## config.mk

```make
export PLATFORM = sky130hd
export DESIGN_NAME = pva_alarm
export DESIGN_NICKNAME = d
export VERILOG_FILES = /design/src/rtl/pva_scale.v /design/src/rtl/pva_level.v /design/src/rtl/pva_alarm.v
export VERILOG_INCLUDE_DIRS = /design/src /design/src/pkg
export SDC_FILE = /design/constraint.sdc
export NUM_CORES = 2
export LEC_CHECK = 0
export ABC_AREA = 1
export BUFFER_PORTS_ARGS = -buffer_cell sky130_fd_sc_hd__clkbuf_2
export CORE_MARGIN = 2
export CORE_UTILIZATION = 37
export CTS_CLUSTER_SIZE = 24
export DETAILED_ROUTE_END_ITERATION = 8
export GPL_ROUTABILITY_DRIVEN = 0
export PLACE_DENSITY = 0.51
export SKIP_LAST_GASP = 1
export SYNTH_ARGS = -nofsm -noshare
export SYNTH_HDL_FRONTEND = slang
export SYNTH_SLANG_ARGS = --single-unit
```

## constraint.sdc

```tcl
create_clock -name clk -period 10.3 [get_ports clk]
set_input_delay 0 -clock clk [delete_from_list [all_inputs] [get_ports clk]]
set_output_delay 0 -clock clk [all_outputs]
set_load 0.02 [all_outputs]
```

## src/pkg/pva_alarm_regs.vh

```
// register map and field constants of the process value alarm block
// assumes a 32-bit apb slave with byte addresses, one word per register
`ifndef PVA_ALARM_REGS_VH
`define PVA_ALARM_REGS_VH

// register byte offsets
`define PVA_OFS_CTRL      8'h00
`define PVA_OFS_RANGE_MIN 8'h04
`define PVA_OFS_RANGE_MAX 8'h08
`define PVA_OFS_HYST_PV   8'h0C
`define PVA_OFS_HYST_RATE 8'h10
`define PVA_OFS_ON_DLY    8'h14
`define PVA_OFS_OFF_DLY   8'h18
`define PVA_OFS_SP_BASE   8'h20
`define PVA_OFS_SP_LAST   8'h3C
`define PVA_OFS_ALARM     8'h40
`define PVA_OFS_PV        8'h44
`define PVA_OFS_RATE      8'h48
`define PVA_OFS_IRQ_STAT  8'h4C
`define PVA_OFS_IRQ_CLR   8'h50
`define PVA_OFS_IRQ_EN    8'h54

// control fields
`define PVA_CTRL_RUN      0
`define PVA_CTRL_RATE     1
`define PVA_CTRL_W        2

// reset values
`define PVA_RST_CTRL      2'h3
`define PVA_RST_MIN       16'h0000
`define PVA_RST_MAX       16'h0FA0
`define PVA_RST_WORD      16'h0000
`define PVA_RST_SP_TOP    16'h7FFF
`define PVA_RST_SP_BOT    16'h8000

// alarm level numbering inside each group of four
`define PVA_LVL_PER_GRP   4
`define PVA_LVL_UPPER_N   2
`define PVA_N_LVL         8

`endif

```

## src/rtl/pva_scale.v

```verilog
// linear scaling of the raw converted value into the process value,
// plus the rate of change between two successive samples
// assumes raw samples and disconnect state come from same-clock logic
`timescale 1ns/1ps
module pva_scale #(
  parameter W = 16
) (
  // clock, enable, reset
  input  wire         clk,
  input  wire         ce,
  input  wire         srst,
  // upstream sample
  input  wire         smp_vld,
  input  wire [W-1:0] smp_raw,
  input  wire         in_disc,
  input  wire         ovr_high,
  // range, signed; max may lie below min
  input  wire [W-1:0] rng_min,
  input  wire [W-1:0] rng_max,
  // results
  output reg  [W-1:0] pv_r,
  output reg  [W-1:0] rate_r,
  output reg          vld_r
);

  // span is signed, negative for a reversed range
  wire signed [W:0]     span = $signed({rng_max[W-1], rng_max}) -
                               $signed({rng_min[W-1], rng_min});
  wire signed [2*W+1:0] prod = span * $signed({1'b0, smp_raw});
  wire signed [W:0]     ofs  = prod[2*W:W];
  wire        [W-1:0]   lin  = rng_min + ofs[W-1:0];
  // disconnect forces the end set by the overrange direction
  wire        [W-1:0]   pv_nxt = in_disc ? (ovr_high ? rng_max : rng_min)
                                         : lin;

  // scaled value, rate and a one-cycle update strobe
  always @(posedge clk) begin
    if (srst) begin
      pv_r   <= {W{1'b0}};
      rate_r <= {W{1'b0}};
      vld_r  <= 1'b0;
    end else if (ce) begin
      vld_r <= smp_vld;
      if (smp_vld) begin
        pv_r   <= pv_nxt;
        rate_r <= pv_nxt - pv_r;
      end
    end
  end

endmodule

```

## src/rtl/pva_level.v

```verilog
// one alarm level: compare, hysteresis release, on and off delays
// assumes value, set value and hysteresis are signed and same-clock
`timescale 1ns/1ps
module pva_level #(
  parameter W  = 16,
  parameter CW = 16
) (
  // clock, enable, reset
  input  wire          clk,
  input  wire          ce,
  input  wire          srst,
  // configuration
  input  wire          run,
  input  wire          upper,
  input  wire [W-1:0]  val,
  input  wire [W-1:0]  sp,
  input  wire [W-1:0]  hyst,
  input  wire [CW-1:0] on_dly,
  input  wire [CW-1:0] off_dly,
  // result
  output reg           alarm_r
);

  reg  [CW-1:0]       cnt_r;
  wire signed [W+1:0] v  = $signed({{2{val[W-1]}}, val});
  wire signed [W+1:0] s  = $signed({{2{sp[W-1]}}, sp});
  wire signed [W+1:0] h  = $signed({{2{hyst[W-1]}}, hyst});
  // on when above (upper) or below (lower) the live set value
  wire on_c  = upper ? (v > s) : (v < s);
  // release uses the current set value, so a moved limit applies
  wire off_c = upper ? (v < s - h) : (v > s + h);       // see R2

  // delay counter runs only while the pending condition holds
  always @(posedge clk) begin
    if (srst) begin
      alarm_r <= 1'b0;
      cnt_r   <= {CW{1'b0}};
    end else if (ce) begin
      if (!run) begin
        // a disabled level drops and forgets its count, frozen with ce
        alarm_r <= 1'b0;
        cnt_r   <= {CW{1'b0}};
      end else if (!alarm_r) begin
        if (!on_c)
          cnt_r <= {CW{1'b0}};
        else if (cnt_r >= on_dly) begin
          alarm_r <= 1'b1;
          cnt_r   <= {CW{1'b0}};
        end else
          cnt_r <= cnt_r + 1'b1;
      end else begin
        if (!off_c)
          cnt_r <= {CW{1'b0}};
        else if (cnt_r >= off_dly) begin
          alarm_r <= 1'b0;
          cnt_r   <= {CW{1'b0}};
        end else
          cnt_r <= cnt_r + 1'b1;
      end
    end
  end

endmodule

```

## src/rtl/pva_alarm.v

```verilog
// process value alarm block: apb registers, scaling, eight alarm levels
// assumes an apb master on clk and same-clock upstream sample logic
//
// Functional notes
// raised upper limit releases below new minus hysteresis
// lowered lower limit releases above new plus hysteresis
// four set values written independently, unordered
// upper alarms trip above own set value
// lower alarms trip below own set value
// same four levels on value and rate
// on-delay must elapse with condition held
// alarm stays until off-delay fully expires
// reversed scaling range is allowed
// alarms judge the scaled value only
// rate alarms are an optional build feature
// disconnect forces range end by overrange direction
// release at set value minus or plus hysteresis
//
// The placing of the registers and the APB slave port were left to the implementer.
`timescale 1ns/1ps
`include "pva_alarm_regs.vh"
module pva_alarm #(
  parameter W       = 16,
  parameter CW      = 16,
  parameter RATE_EN = 1
) (
  // clock, enable, reset
  input  wire          clk,
  input  wire          ce,
  input  wire          srst,
  // apb slave
  input  wire          psel,
  input  wire          penable,
  input  wire          pwrite,
  input  wire [7:0]    paddr,
  input  wire [31:0]   pwdata,
  output reg  [31:0]   prdata,
  output reg           pready,
  output reg           pslverr,
  // upstream converted sample
  input  wire          smp_vld,
  input  wire [W-1:0]  smp_raw,
  input  wire          in_disc,
  input  wire          ovr_high,
  // alarm outputs and interrupt
  output reg  [7:0]    alarm_out,
  output reg           irq
);

  ////////////////////////////////////////////////////////////////////////
  // registers

  reg  [`PVA_CTRL_W-1:0] ctrl_r;
  reg  [W-1:0]           rng_min_r;
  reg  [W-1:0]           rng_max_r;
  reg  [W-1:0]           hyst_pv_r;
  reg  [W-1:0]           hyst_rt_r;
  reg  [CW-1:0]          on_dly_r;
  reg  [CW-1:0]          off_dly_r;
  reg  [W-1:0]           sp_r [0:`PVA_N_LVL-1];
  reg  [7:0]             irq_stat_r;
  reg  [7:0]             irq_en_r;
  reg  [7:0]             alarm_d_r;

  wire [W-1:0]           pv;
  wire [W-1:0]           rate;
  wire                   pv_vld;
  wire [7:0]             lvl_alarm;

  ////////////////////////////////////////////////////////////////////////
  // apb decode

  wire       setup   = psel && !penable;
  wire       acc     = psel && penable && pready;
  wire       wr      = acc && pwrite;
  wire       is_sp   = (paddr >= `PVA_OFS_SP_BASE) &&
                       (paddr <= `PVA_OFS_SP_LAST);
  wire [2:0] sp_idx  = paddr[4:2];
  wire       aligned = (paddr[1:0] == 2'b00);

  // mapped check for the access now in setup
  reg        hit;
  always @* begin
    hit = 1'b1;
    case (paddr)
      `PVA_OFS_CTRL,
      `PVA_OFS_RANGE_MIN,
      `PVA_OFS_RANGE_MAX,
      `PVA_OFS_HYST_PV,
      `PVA_OFS_HYST_RATE,
      `PVA_OFS_ON_DLY,
      `PVA_OFS_OFF_DLY,
      `PVA_OFS_ALARM,
      `PVA_OFS_PV,
      `PVA_OFS_RATE,
      `PVA_OFS_IRQ_STAT,
      `PVA_OFS_IRQ_CLR,
      `PVA_OFS_IRQ_EN: hit = 1'b1;
      default:         hit = is_sp && aligned;
    endcase
  end

  // read mux, sign-extended where the field is signed, except the two hysteresis words
  reg [31:0] rd_nxt;
  always @* begin
    rd_nxt = 32'h0000_0000;
    case (paddr)
      `PVA_OFS_CTRL:      rd_nxt = {{(32-`PVA_CTRL_W){1'b0}}, ctrl_r};
      `PVA_OFS_RANGE_MIN: rd_nxt = {{(32-W){rng_min_r[W-1]}}, rng_min_r};
      `PVA_OFS_RANGE_MAX: rd_nxt = {{(32-W){rng_max_r[W-1]}}, rng_max_r};
      `PVA_OFS_HYST_PV:   rd_nxt = {{(32-W){1'b0}}, hyst_pv_r};
      `PVA_OFS_HYST_RATE: rd_nxt = {{(32-W){1'b0}}, hyst_rt_r};
      `PVA_OFS_ON_DLY:    rd_nxt = {{(32-CW){1'b0}}, on_dly_r};
      `PVA_OFS_OFF_DLY:   rd_nxt = {{(32-CW){1'b0}}, off_dly_r};
      `PVA_OFS_ALARM:     rd_nxt = {24'h00_0000, lvl_alarm};
      `PVA_OFS_PV:        rd_nxt = {{(32-W){pv[W-1]}}, pv};
      `PVA_OFS_RATE:      rd_nxt = {{(32-W){rate[W-1]}}, rate};
      `PVA_OFS_IRQ_STAT:  rd_nxt = {24'h00_0000, irq_stat_r};
      `PVA_OFS_IRQ_EN:    rd_nxt = {24'h00_0000, irq_en_r};
      default: begin
        if (is_sp && aligned)
          rd_nxt = {{(32-W){sp_r[sp_idx][W-1]}}, sp_r[sp_idx]};
      end
    endcase
  end

  // no wait state: ready and data are loaded in the setup cycle
  always @(posedge clk) begin
    if (srst) begin
      pready  <= 1'b0;
      pslverr <= 1'b0;
      prdata  <= 32'h0000_0000;
    end else if (ce) begin
      if (setup) begin
        pready  <= 1'b1;
        pslverr <= !hit;
        prdata  <= pwrite ? 32'h0000_0000 : rd_nxt;
      end else begin
        pready  <= 1'b0;
        pslverr <= 1'b0;
      end
    end
  end

  ////////////////////////////////////////////////////////////////////////
  // configuration writes

  integer i;
  always @(posedge clk) begin
    if (srst) begin
      ctrl_r    <= `PVA_RST_CTRL;
      rng_min_r <= `PVA_RST_MIN;
      rng_max_r <= `PVA_RST_MAX;
      hyst_pv_r <= `PVA_RST_WORD;
      hyst_rt_r <= `PVA_RST_WORD;
      on_dly_r  <= `PVA_RST_WORD;
      off_dly_r <= `PVA_RST_WORD;
      irq_en_r  <= 8'h00;
      for (i = 0; i < `PVA_N_LVL; i = i + 1) begin
        if ((i % `PVA_LVL_PER_GRP) < `PVA_LVL_UPPER_N)
          sp_r[i] <= `PVA_RST_SP_TOP;
        else
          sp_r[i] <= `PVA_RST_SP_BOT;
      end
    end else if (ce && wr && !pslverr) begin
      case (paddr)
        `PVA_OFS_CTRL:      ctrl_r    <= pwdata[`PVA_CTRL_W-1:0];
        // min above max is legal and reverses the range
        `PVA_OFS_RANGE_MIN: rng_min_r <= pwdata[W-1:0];
        `PVA_OFS_RANGE_MAX: rng_max_r <= pwdata[W-1:0];
        `PVA_OFS_HYST_PV:   hyst_pv_r <= pwdata[W-1:0];
        `PVA_OFS_HYST_RATE: hyst_rt_r <= pwdata[W-1:0];
        `PVA_OFS_ON_DLY:    on_dly_r  <= pwdata[CW-1:0];
        `PVA_OFS_OFF_DLY:   off_dly_r <= pwdata[CW-1:0];
        `PVA_OFS_IRQ_EN:    irq_en_r  <= pwdata[7:0];
        default: begin
          // each set value stands alone, no ordering check
          if (is_sp)
            sp_r[sp_idx] <= pwdata[W-1:0];
        end
      endcase
    end
  end

  ////////////////////////////////////////////////////////////////////////
  // scaling and rate

  pva_scale #(
    .W        (W)
  ) u_scale (
    .clk      (clk),
    .ce       (ce),
    .srst     (srst),
    .smp_vld  (smp_vld),
    .smp_raw  (smp_raw),
    .in_disc  (in_disc),
    .ovr_high (ovr_high),
    .rng_min  (rng_min_r),
    .rng_max  (rng_max_r),
    .pv_r     (pv),
    .rate_r   (rate),
    .vld_r    (pv_vld)
  );

  ////////////////////////////////////////////////////////////////////////
  // alarm levels: 0..3 on the value, 4..7 on the rate

  genvar g;
  generate
    for (g = 0; g < `PVA_N_LVL; g = g + 1) begin : lvl
      localparam RT = (g >= `PVA_LVL_PER_GRP);
      localparam UP = ((g % `PVA_LVL_PER_GRP) < `PVA_LVL_UPPER_N);
      if (RT && RATE_EN == 0) begin : none
        // variant without rate alarms
        assign lvl_alarm[g] = 1'b0;
      end else begin : inst
        wire run = ctrl_r[`PVA_CTRL_RUN] &&
                   (!RT || ctrl_r[`PVA_CTRL_RATE]);
        // scaled value drives the compare, not the raw input
        // identical level logic serves value and rate
        pva_level #(
          .W       (W),
          .CW      (CW)
        ) u_lvl (
          .clk     (clk),
          .ce      (ce),
          .srst    (srst),
          .run     (run),
          .upper   (UP[0]),
          .val     (RT ? rate : pv),
          .sp      (sp_r[g]),
          .hyst    (RT ? hyst_rt_r : hyst_pv_r),
          .on_dly  (on_dly_r),
          .off_dly (off_dly_r),
          .alarm_r (lvl_alarm[g])
        );
      end
    end
  endgenerate

  ////////////////////////////////////////////////////////////////////////
  // interrupt: sticky on alarm rise, set wins over clear

  wire       clr_wr = wr && !pslverr && (paddr == `PVA_OFS_IRQ_CLR);
  wire [7:0] rise   = lvl_alarm & ~alarm_d_r;
  wire [7:0] clr    = clr_wr ? pwdata[7:0] : 8'h00;

  always @(posedge clk) begin
    if (srst) begin
      alarm_d_r  <= 8'h00;
      irq_stat_r <= 8'h00;
      alarm_out  <= 8'h00;
      irq        <= 1'b0;
    end else if (ce) begin
      alarm_d_r  <= lvl_alarm;
      irq_stat_r <= (irq_stat_r & ~clr) | rise;
      alarm_out  <= lvl_alarm;
      irq        <= |(((irq_stat_r & ~clr) | rise) & irq_en_r);
    end
  end

endmodule

```

* Word-level counts from Yosys, hierarchy flattened *
Memories as Yosys holds them, arrays and structs flattened.
Cells that the tools add are included.

word-level totals
  word-level logic and storage cells = 250
  memories = 1
  bits of input ports = 65
  register bits = 325
  ROM bits = 0
  RAM bits = 128
  bits in latches = 0
  output and inout bits = 43

cells by class
  mux-type cells = 115
  add/sub/neg operators = 19
  shift operators = 0
  magnitude comparators = 34
  bitwise operators = 6
  equal/unequal tests = 12
  multiply operators = 1
  divide/modulo/power cells = 0
  reduce and logical (&&, ||, !) cells = 30

memories
  memory  depth  bits a word  rd ports  clocked after memory_dff  write ports  RTL line        RTL
  sp_r    8      16           9         0                         8            pva_alarm.v:60  reg [W-1:0] sp_r [0:`PVA_N_LVL-1];

operators with widths
  cell                     number
  $mux W16                 51
  $pmux W32 S12            1
  $ge A16 B16 Y1           16
  $add A16 B1 Y16 const B  8
  $sub A16 B16 Y17         5
  $add A16 B16 Y17         4
  $gt A16 B17 Y1           4
  $lt A16 B17 Y1           4
  $gt A16 B16 Y1           4
  $lt A16 B16 Y1           4
  $mux W32                 2
  $mux W1                  59
  $eq A8 B7 Y1 const B     6
  $mul A17 B17 Y32         1
  $and A8 B8 Y8            3
  $eq A8 B5 Y1 const B     3
  $reduce_and A2 Y1        10
  $add A16 B16 Y16         1
  $eq A8 B4 Y1 const B     2
  $not A8 Y8               2
  $reduce_or A16 Y1        1
  $reduce_or A8 Y1         2
  $sub A16 B16 Y16         1
  $reduce_or A13 Y1        1
  other kinds (10)         22

* Depth between registers and ports, before layout *
  depth in word-level cells = 11
  mapped depth = 59
  mapped depth without buffers = 59

* Cells and area by module *
From an unflattened synthesis, not the netlist that was laid out.

second synthesis, totals
  cell total of the unflattened synthesis = 9110
  area total of the unflattened synthesis = 63404.6 um2

modules (own cells, without submodules)
  module                             sequential area each (um2)  instances  cells an instance  area each (um2)
  pva_level (lvl[0].inst.u_lvl ...)  340.3                       3          719                4763.3
  pva_scale                          660.6                       1          1801               13561.8
  pva_alarm                          6686.4                      1          1547               12334.3
  pva_level (lvl[3].inst.u_lvl ...)  340.3                       2          722                4623.2
  pva_level (lvl[1].inst.u_lvl)      340.3                       1          728                4747.1
  pva_level (lvl[5].inst.u_lvl)      340.3                       1          719                4614.4
  pva_level (lvl[2].inst.u_lvl)      340.3                       1          714                4610.7

* Worst setup path before layout *
No wires, ideal clock.

  path kind = register to register
  start = register rng_max_r[0]
  end = register u_scale.rate_r[15]
  data required time = 10.183 ns
  cell stages (with the launch flop) = 58
  path buffers = 0
  slack = 0.629 ns
  library setup time = 0.117 ns
  arrival = 9.553 ns
  period minus slack after synthesis = 9.671 ns
  cells stage by stage = dfxtp_1 > inv_1 > ha_1 > fa_1 > nor2_1 > nor2_1 > o21ai_2 > a31oi_1 > o21ai_1 > xor2_1 > inv_2 > nor2_1 > fa_1 > inv_1 > fa_1 > fa_1 > inv_1 > fa_1 > [... 22 more ...] > o21ai_1 > nand3_1 > nand2_1 > nand2_1 > nand3_1 > nand2_1 > inv_1 > ha_1 > nand2_1 > nor2_1 > a2111oi_0 > nand2_1 > nand2_1 > nand2_1 > nand3_1 > nand2_1 > nor2_1 > nor2_1

on the way
  cells in the longest elaborated chain, start to end = 5
  elaborated cells on any way between the ends = 6
  those cells by class = 3 x add/sub; 1 x mul; 2 x mux

RTL lines
  element                       RTL line         RTL
  from (decl)                   pva_alarm.v:55   reg [W-1:0] rng_max_r;
  from (signal assigned)        pva_alarm.v:153  rng_max_r <= `PVA_RST_MAX;
  from (signal assigned)        pva_alarm.v:170  `PVA_OFS_RANGE_MAX: rng_max_r <= pwdata[W-1:0];
  $sub A16 B16 Y17              pva_scale.v:27   wire signed [W:0] span = $signed({rng_max[W-1], rng_max}) -
  $mul A17 B17 Y32              pva_scale.v:29   wire signed [2*W+1:0] prod = span * $signed({1'b0, smp_raw});
  $add A16 B16 Y16              pva_scale.v:31   wire [W-1:0] lin = rng_min + ofs[W-1:0];
  $mux W16                      pva_scale.v:33   wire [W-1:0] pv_nxt = in_disc ? (ovr_high ? rng_max : rng_min)
  named net u_scale.pv_nxt[14]  pva_scale.v:33
  $sub A16 B16 Y16              pva_scale.v:46   rate_r <= pv_nxt - pv_r;
  to (signal assigned)          pva_scale.v:40   rate_r <= {W{1'b0}};
  to (signal assigned)          pva_scale.v:46
  to (decl)                     pva_scale.v:22   output reg [W-1:0] rate_r,

The timed path passes the listed nets, and every way through them passes these cells.
A chain may end at the register's enable or synchronous reset.

* Worst setup path in the final report *
  start = register rng_min_r[4]
  end = register u_scale.rate_r[11]

on the way
  cells in the longest elaborated chain, start to end = 5
  elaborated cells on any way between the ends = 6
  those cells by class = 3 x add/sub; 1 x mul; 2 x mux

RTL lines
  element                      RTL line         RTL
  from (decl)                  pva_alarm.v:54   reg [W-1:0] rng_min_r;
  from (signal assigned)       pva_alarm.v:152  rng_min_r <= `PVA_RST_MIN;
  from (signal assigned)       pva_alarm.v:169  `PVA_OFS_RANGE_MIN: rng_min_r <= pwdata[W-1:0];
  $sub A16 B16 Y17             pva_scale.v:27
  $mul A17 B17 Y32             pva_scale.v:29
  $add A16 B16 Y16             pva_scale.v:31
  $mux W16                     pva_scale.v:33
  named net u_scale.pv_nxt[2]  pva_scale.v:33
  $sub A16 B16 Y16             pva_scale.v:46

The timed path passes the listed nets, and every way through them passes these cells.

==> qor.log <==
INFO  clock_tree     clock_sinks=438
INFO  worst_hold_path holdCritStartpoint=paddr[5]
INFO  worst_hold_path hold_path_class=in -> reg
INFO  power_and_ir_drop p_sw_share=42.4%
INFO  global_routing antenna_found_initial=13
INFO  clock_tree     clk_latency=0.69ns
INFO  yosys          synth-edff-count=128
INFO  detailed_routing drc_errors=0
INFO  yosys          netlist_top_cells_area=ha_1, dfxtp_1, fa_1
INFO  run_status     status=finished clean
INFO  yosys          synth_most_common_cell=nand2_1
INFO  global_routing grt_total_usage=28.4%
INFO  sta            clock_skew=0.0303ns
INFO  place          post_place_setup_slack=0.107ns
INFO  power_and_ir_drop vdd_drop_max=0.146mV
INFO  clock_tree     cts.htree.levels=2
INFO  global_routing global_route_wire_length_before_repair=291mm
INFO  critical_path  crit_slowest_cell=fa_1
INFO  sta            final_period_demand_of_the_worst_path=9.84ns
INFO  clock_tree     clock_tree.root_cell=clkbuf_16
INFO  sta            max_slew.worst_pin.slew=1.33ns
INFO  sta            finalHoldViolCount=0
INFO  yosys          ys_top_cells_by_count=nand2_1, inv_1, a21oi_1
INFO  critical_path  path_common_cell=inv_1
INFO  power_and_ir_drop pwr-share-clk=27.2%
INFO  yosys          synth_warnings=0
INFO  critical_path  worstSetupStartpoint=rng_min_r[4]$_SDFFE_PP0P_
INFO  sta            worst_slew_margin_rel=11.6%
INFO  power_and_ir_drop powerDensity=137nW/um^2
INFO  sta            min_setup_slack_post_route=0.464ns
INFO  yosys          synth_cell_types=60
INFO  finish         areaGrowthSynthToFinish=11.6%
INFO  critical_path  required=10.86ns
INFO  detailed_routing first_iter_violations=4073
INFO  finish         final_cell_area=55700um^2
INFO  critical_path  crit-reg2reg-capture=u_scale.rate_r[11]$_SDFFE_PP0P_
INFO  yosys          synthArstFlopShare=0%
INFO  global_routing first_global_vias=45100
INFO  yosys          synth_area_per_cell=7.42um^2
INFO  yosys          synth_area_leader_cell=ha_1
INFO  yosys          synth_ff_type=dfxtp_1
INFO  finish         layout-drive-gt1-share=7.38%
INFO  place          placement.io_buffers=91
INFO  yosys          synth_seq_cells=438
INFO  critical_path  regToRegSetupSlack=0.46ns
INFO  global_routing globalRoute.totalOverflow=0
INFO  detailed_routing via_per_inst=5.49
INFO  clock_tree     clk_path_buf_depth=3
INFO  power_and_ir_drop combinationalPowerShare=47.9%
INFO  yosys          synth_sequential_area_ratio=20.1%
INFO  place          dp_hpwl=151mm
INFO  critical_path  crit_type=reg -> reg
INFO  power_and_ir_drop power=7610uW
INFO  clock_tree     cts_inserted_buffers=55
INFO  yosys          synthesis.area=49900um^2
INFO  sta            setup_repair_after_global_routing_missed_its_margin=yes
INFO  finish         filler_cell_count=13900
INFO  detailed_routing post_drt_wl_per_cell=22.8um
INFO  sta            final-max-slew-violation-count=0
INFO  power_and_ir_drop sequentialPowerShare=24.9%
INFO  floorplan      pin_count=108
INFO  power_and_ir_drop leakage=0.0266uW
INFO  clock_tree     cts_tree=built
INFO  finish         nets=8010
INFO  sta            setup-violations-final=0
INFO  critical_path  max_stage_delay=0.58ns
INFO  critical_path  timing.critical_path.from_type=register
INFO  place          placement.cell_area=53200um^2
INFO  critical_path  critPathArrivalTime=10.40ns
INFO  detailed_routing detailroute.via_count=47700
INFO  sta            fmax=102MHz
INFO  floorplan      fp.coreArea=134000um^2
INFO  critical_path  worst_setup_path_endpoint=u_scale.rate_r[11]$_SDFFE_PP0P_
INFO  sta            timing.final.crit_share=95.5%
INFO  yosys          netlist_instances=6721
INFO  floorplan      chipHeight=371um
INFO  global_routing grt_max_degree=99
INFO  yosys          synth.top_cell.area_share=19.5%
INFO  detailed_routing antenna_violating_nets_post_route=0
INFO  critical_path  crit_path_max_fanout=4
INFO  floorplan      die_w=371um
INFO  critical_path  critPathCaptureType=register
INFO  critical_path  timing.reg2reg.worst_path_depth=50
INFO  power_and_ir_drop power.switching=3230uW
INFO  floorplan      floorplan.die_area=138000um^2
INFO  yosys          mappedNetlistNets=7839
INFO  job            drv_cap=0
INFO  power_and_ir_drop internal_power=4380uW
INFO  detailed_routing routed_wirelength=198mm
INFO  floorplan      number_of_placement_rows=134
INFO  clock_tree     cts.clk_slew.worst_paths=0.07ns
INFO  critical_path  crit-reg2reg-launch=rng_min_r[4]$_SDFFE_PP0P_
INFO  detailed_routing firstDrtPassIters=7
INFO  floorplan      effective_utilization_at_floorplan=37.3%
==> sequential cells by signal (all words and copies together), names as in the netlist, 2 cells and up <==
register and count:
ctrl_r 2, lvl.inst.u_lvl.alarm_r 8, rng_max_r 16, alarm_d_r 8
irq_stat_r 8, sp_r 128, hyst_rt_r 16, prdata 17
u_scale.pv_r 16, on_dly_r 16, off_dly_r 16, u_scale.rate_r 16
hyst_pv_r 16, irq_en_r 8, lvl.inst.u_lvl.cnt_r 128, rng_min_r 16
==> worst min path at each step <==
stage | depth (start not counted) | slack [ns] | endpoint
2_1_floorplan | 2 | 0.19 | rng_max_r[0]$_SDFFE_PP0P_
3_3_place_gp | 3 | 0.31 | rng_max_r[0]$_SDFFE_PP0P_
3_5_place_dp | 3 | 0.32 | rng_max_r[0]$_SDFFE_PP0P_
4_1_cts | 8 | 0.03 | ctrl_r[0]$_SDFFE_PP1P_
5_1_grt | 8 | 0.10 | ctrl_r[1]$_SDFFE_PP1P_
6_report | 8 | 0.08 | sp_r[3][15]$_SDFFCE_PN1P_
==> layout make-up <==
class | instances | area, um^2 | area share [%]
inverter | 1142 | 4300 | 7.72
tap | 1768 | 2210 | 3.97
clock buffer | 84 | 1670 | 3.00
antenna | 1 | 2.50 | 0.00449
sequential | 438 | 10000 | 18.1
timing repair buffer | 298 | 2090 | 3.75
multi-input combinational | 4957 | 35200 | 63.1
clock inverter | 17 | 203 | 0.364
==> repair_timing <==
item,in CTS,in global routing
buffers inserted,0,6
hold buffers,22,0
setup endpoints to repair,0,8
hold endpoints to repair,211,0
resized for setup,0,77
==> critical path: cells and delay by family (launching register included) <==
family                     cells  cell delay (ns)
AOI/OAI and AO/OA             12             2.06
adders and majority gates     11             4.63
buffers and inverters         11             0.91
xor gates and xnor gates       2             0.30
DFF                            1             0.33
and+or+nand+nor               14             1.49
==> power groups by stage <==
| stage | clock network (uW) | registers [uW] | logic (uW) |
|---|---|---|---|
| 6_report | 2070 | 1900 | 3640 |
| 5_1_grt | 2150 | 1900 | 4060 |
| 4_1_cts | 2100 | 1900 | 3400 |
| 3_5_place_dp | 0 | 1930 | 3370 |
| 3_3_place_gp | 0 | 1930 | 3350 |
| 2_1_floorplan | 0 | 1920 | 2150 |
==> routing by layer <==
metal,global-route usage (%),wire (um)
met1,37.7,85700
met2,46.3,89300
met3,4.41,15000
met4,10.5,8370
met5,0,96
==> layout by cell type, fill, tap and decap left out, drive strengths merged, types with 55 or more instances in the layout <==
| master | synthesis | layout |
|---|---|---|
| nand4 | 82 | 82 |
| fa | 276 | 276 |
| o22ai | 87 | 87 |
| nor3 | 109 | 109 |
| a211oi | 55 | 55 |
| nand3 | 266 | 266 |
| edfxtp | 128 | 128 |
| ha | 777 | 777 |
| inv | 1131 | 1134 |
| dfxtp | 310 | 310 |
| a21oi | 785 | 785 |
| nor2 | 534 | 534 |
| buf | 33 | 185 |
| xor2 | 165 | 165 |
| nand2 | 1121 | 1121 |
| o21ai | 347 | 347 |
| clkbuf | 151 | 175 |
==> stage by stage <==
stage / util (%) / TNS [ns] / hold WS [ns] / std cells
floorplan: - / 0 / 0.190 / 6721
global placement: 39.8 / 0 / 0.308 / 8575
detailed placement: 39.8 / 0 / 0.325 / 8575
CTS: 41.4 / 0 / 0.0272 / 8698
global route: 41.7 / -0.157 / 0.101 / 8704
finish: 41.7 / 0 / 0.0814 / 8705
==> cell families after synthesis <==
logic type / share of synthesized area (%)
AND/OR/NAND/NOR: 18.5
AO/OA/AOI/OAI: 17.1
buffers and inverters: 10.1
adder cells (fa/ha/maj): 30.6
flip-flops: 20.1
XOR/XNOR: 3.60
(Power assumes the default switching activity.)
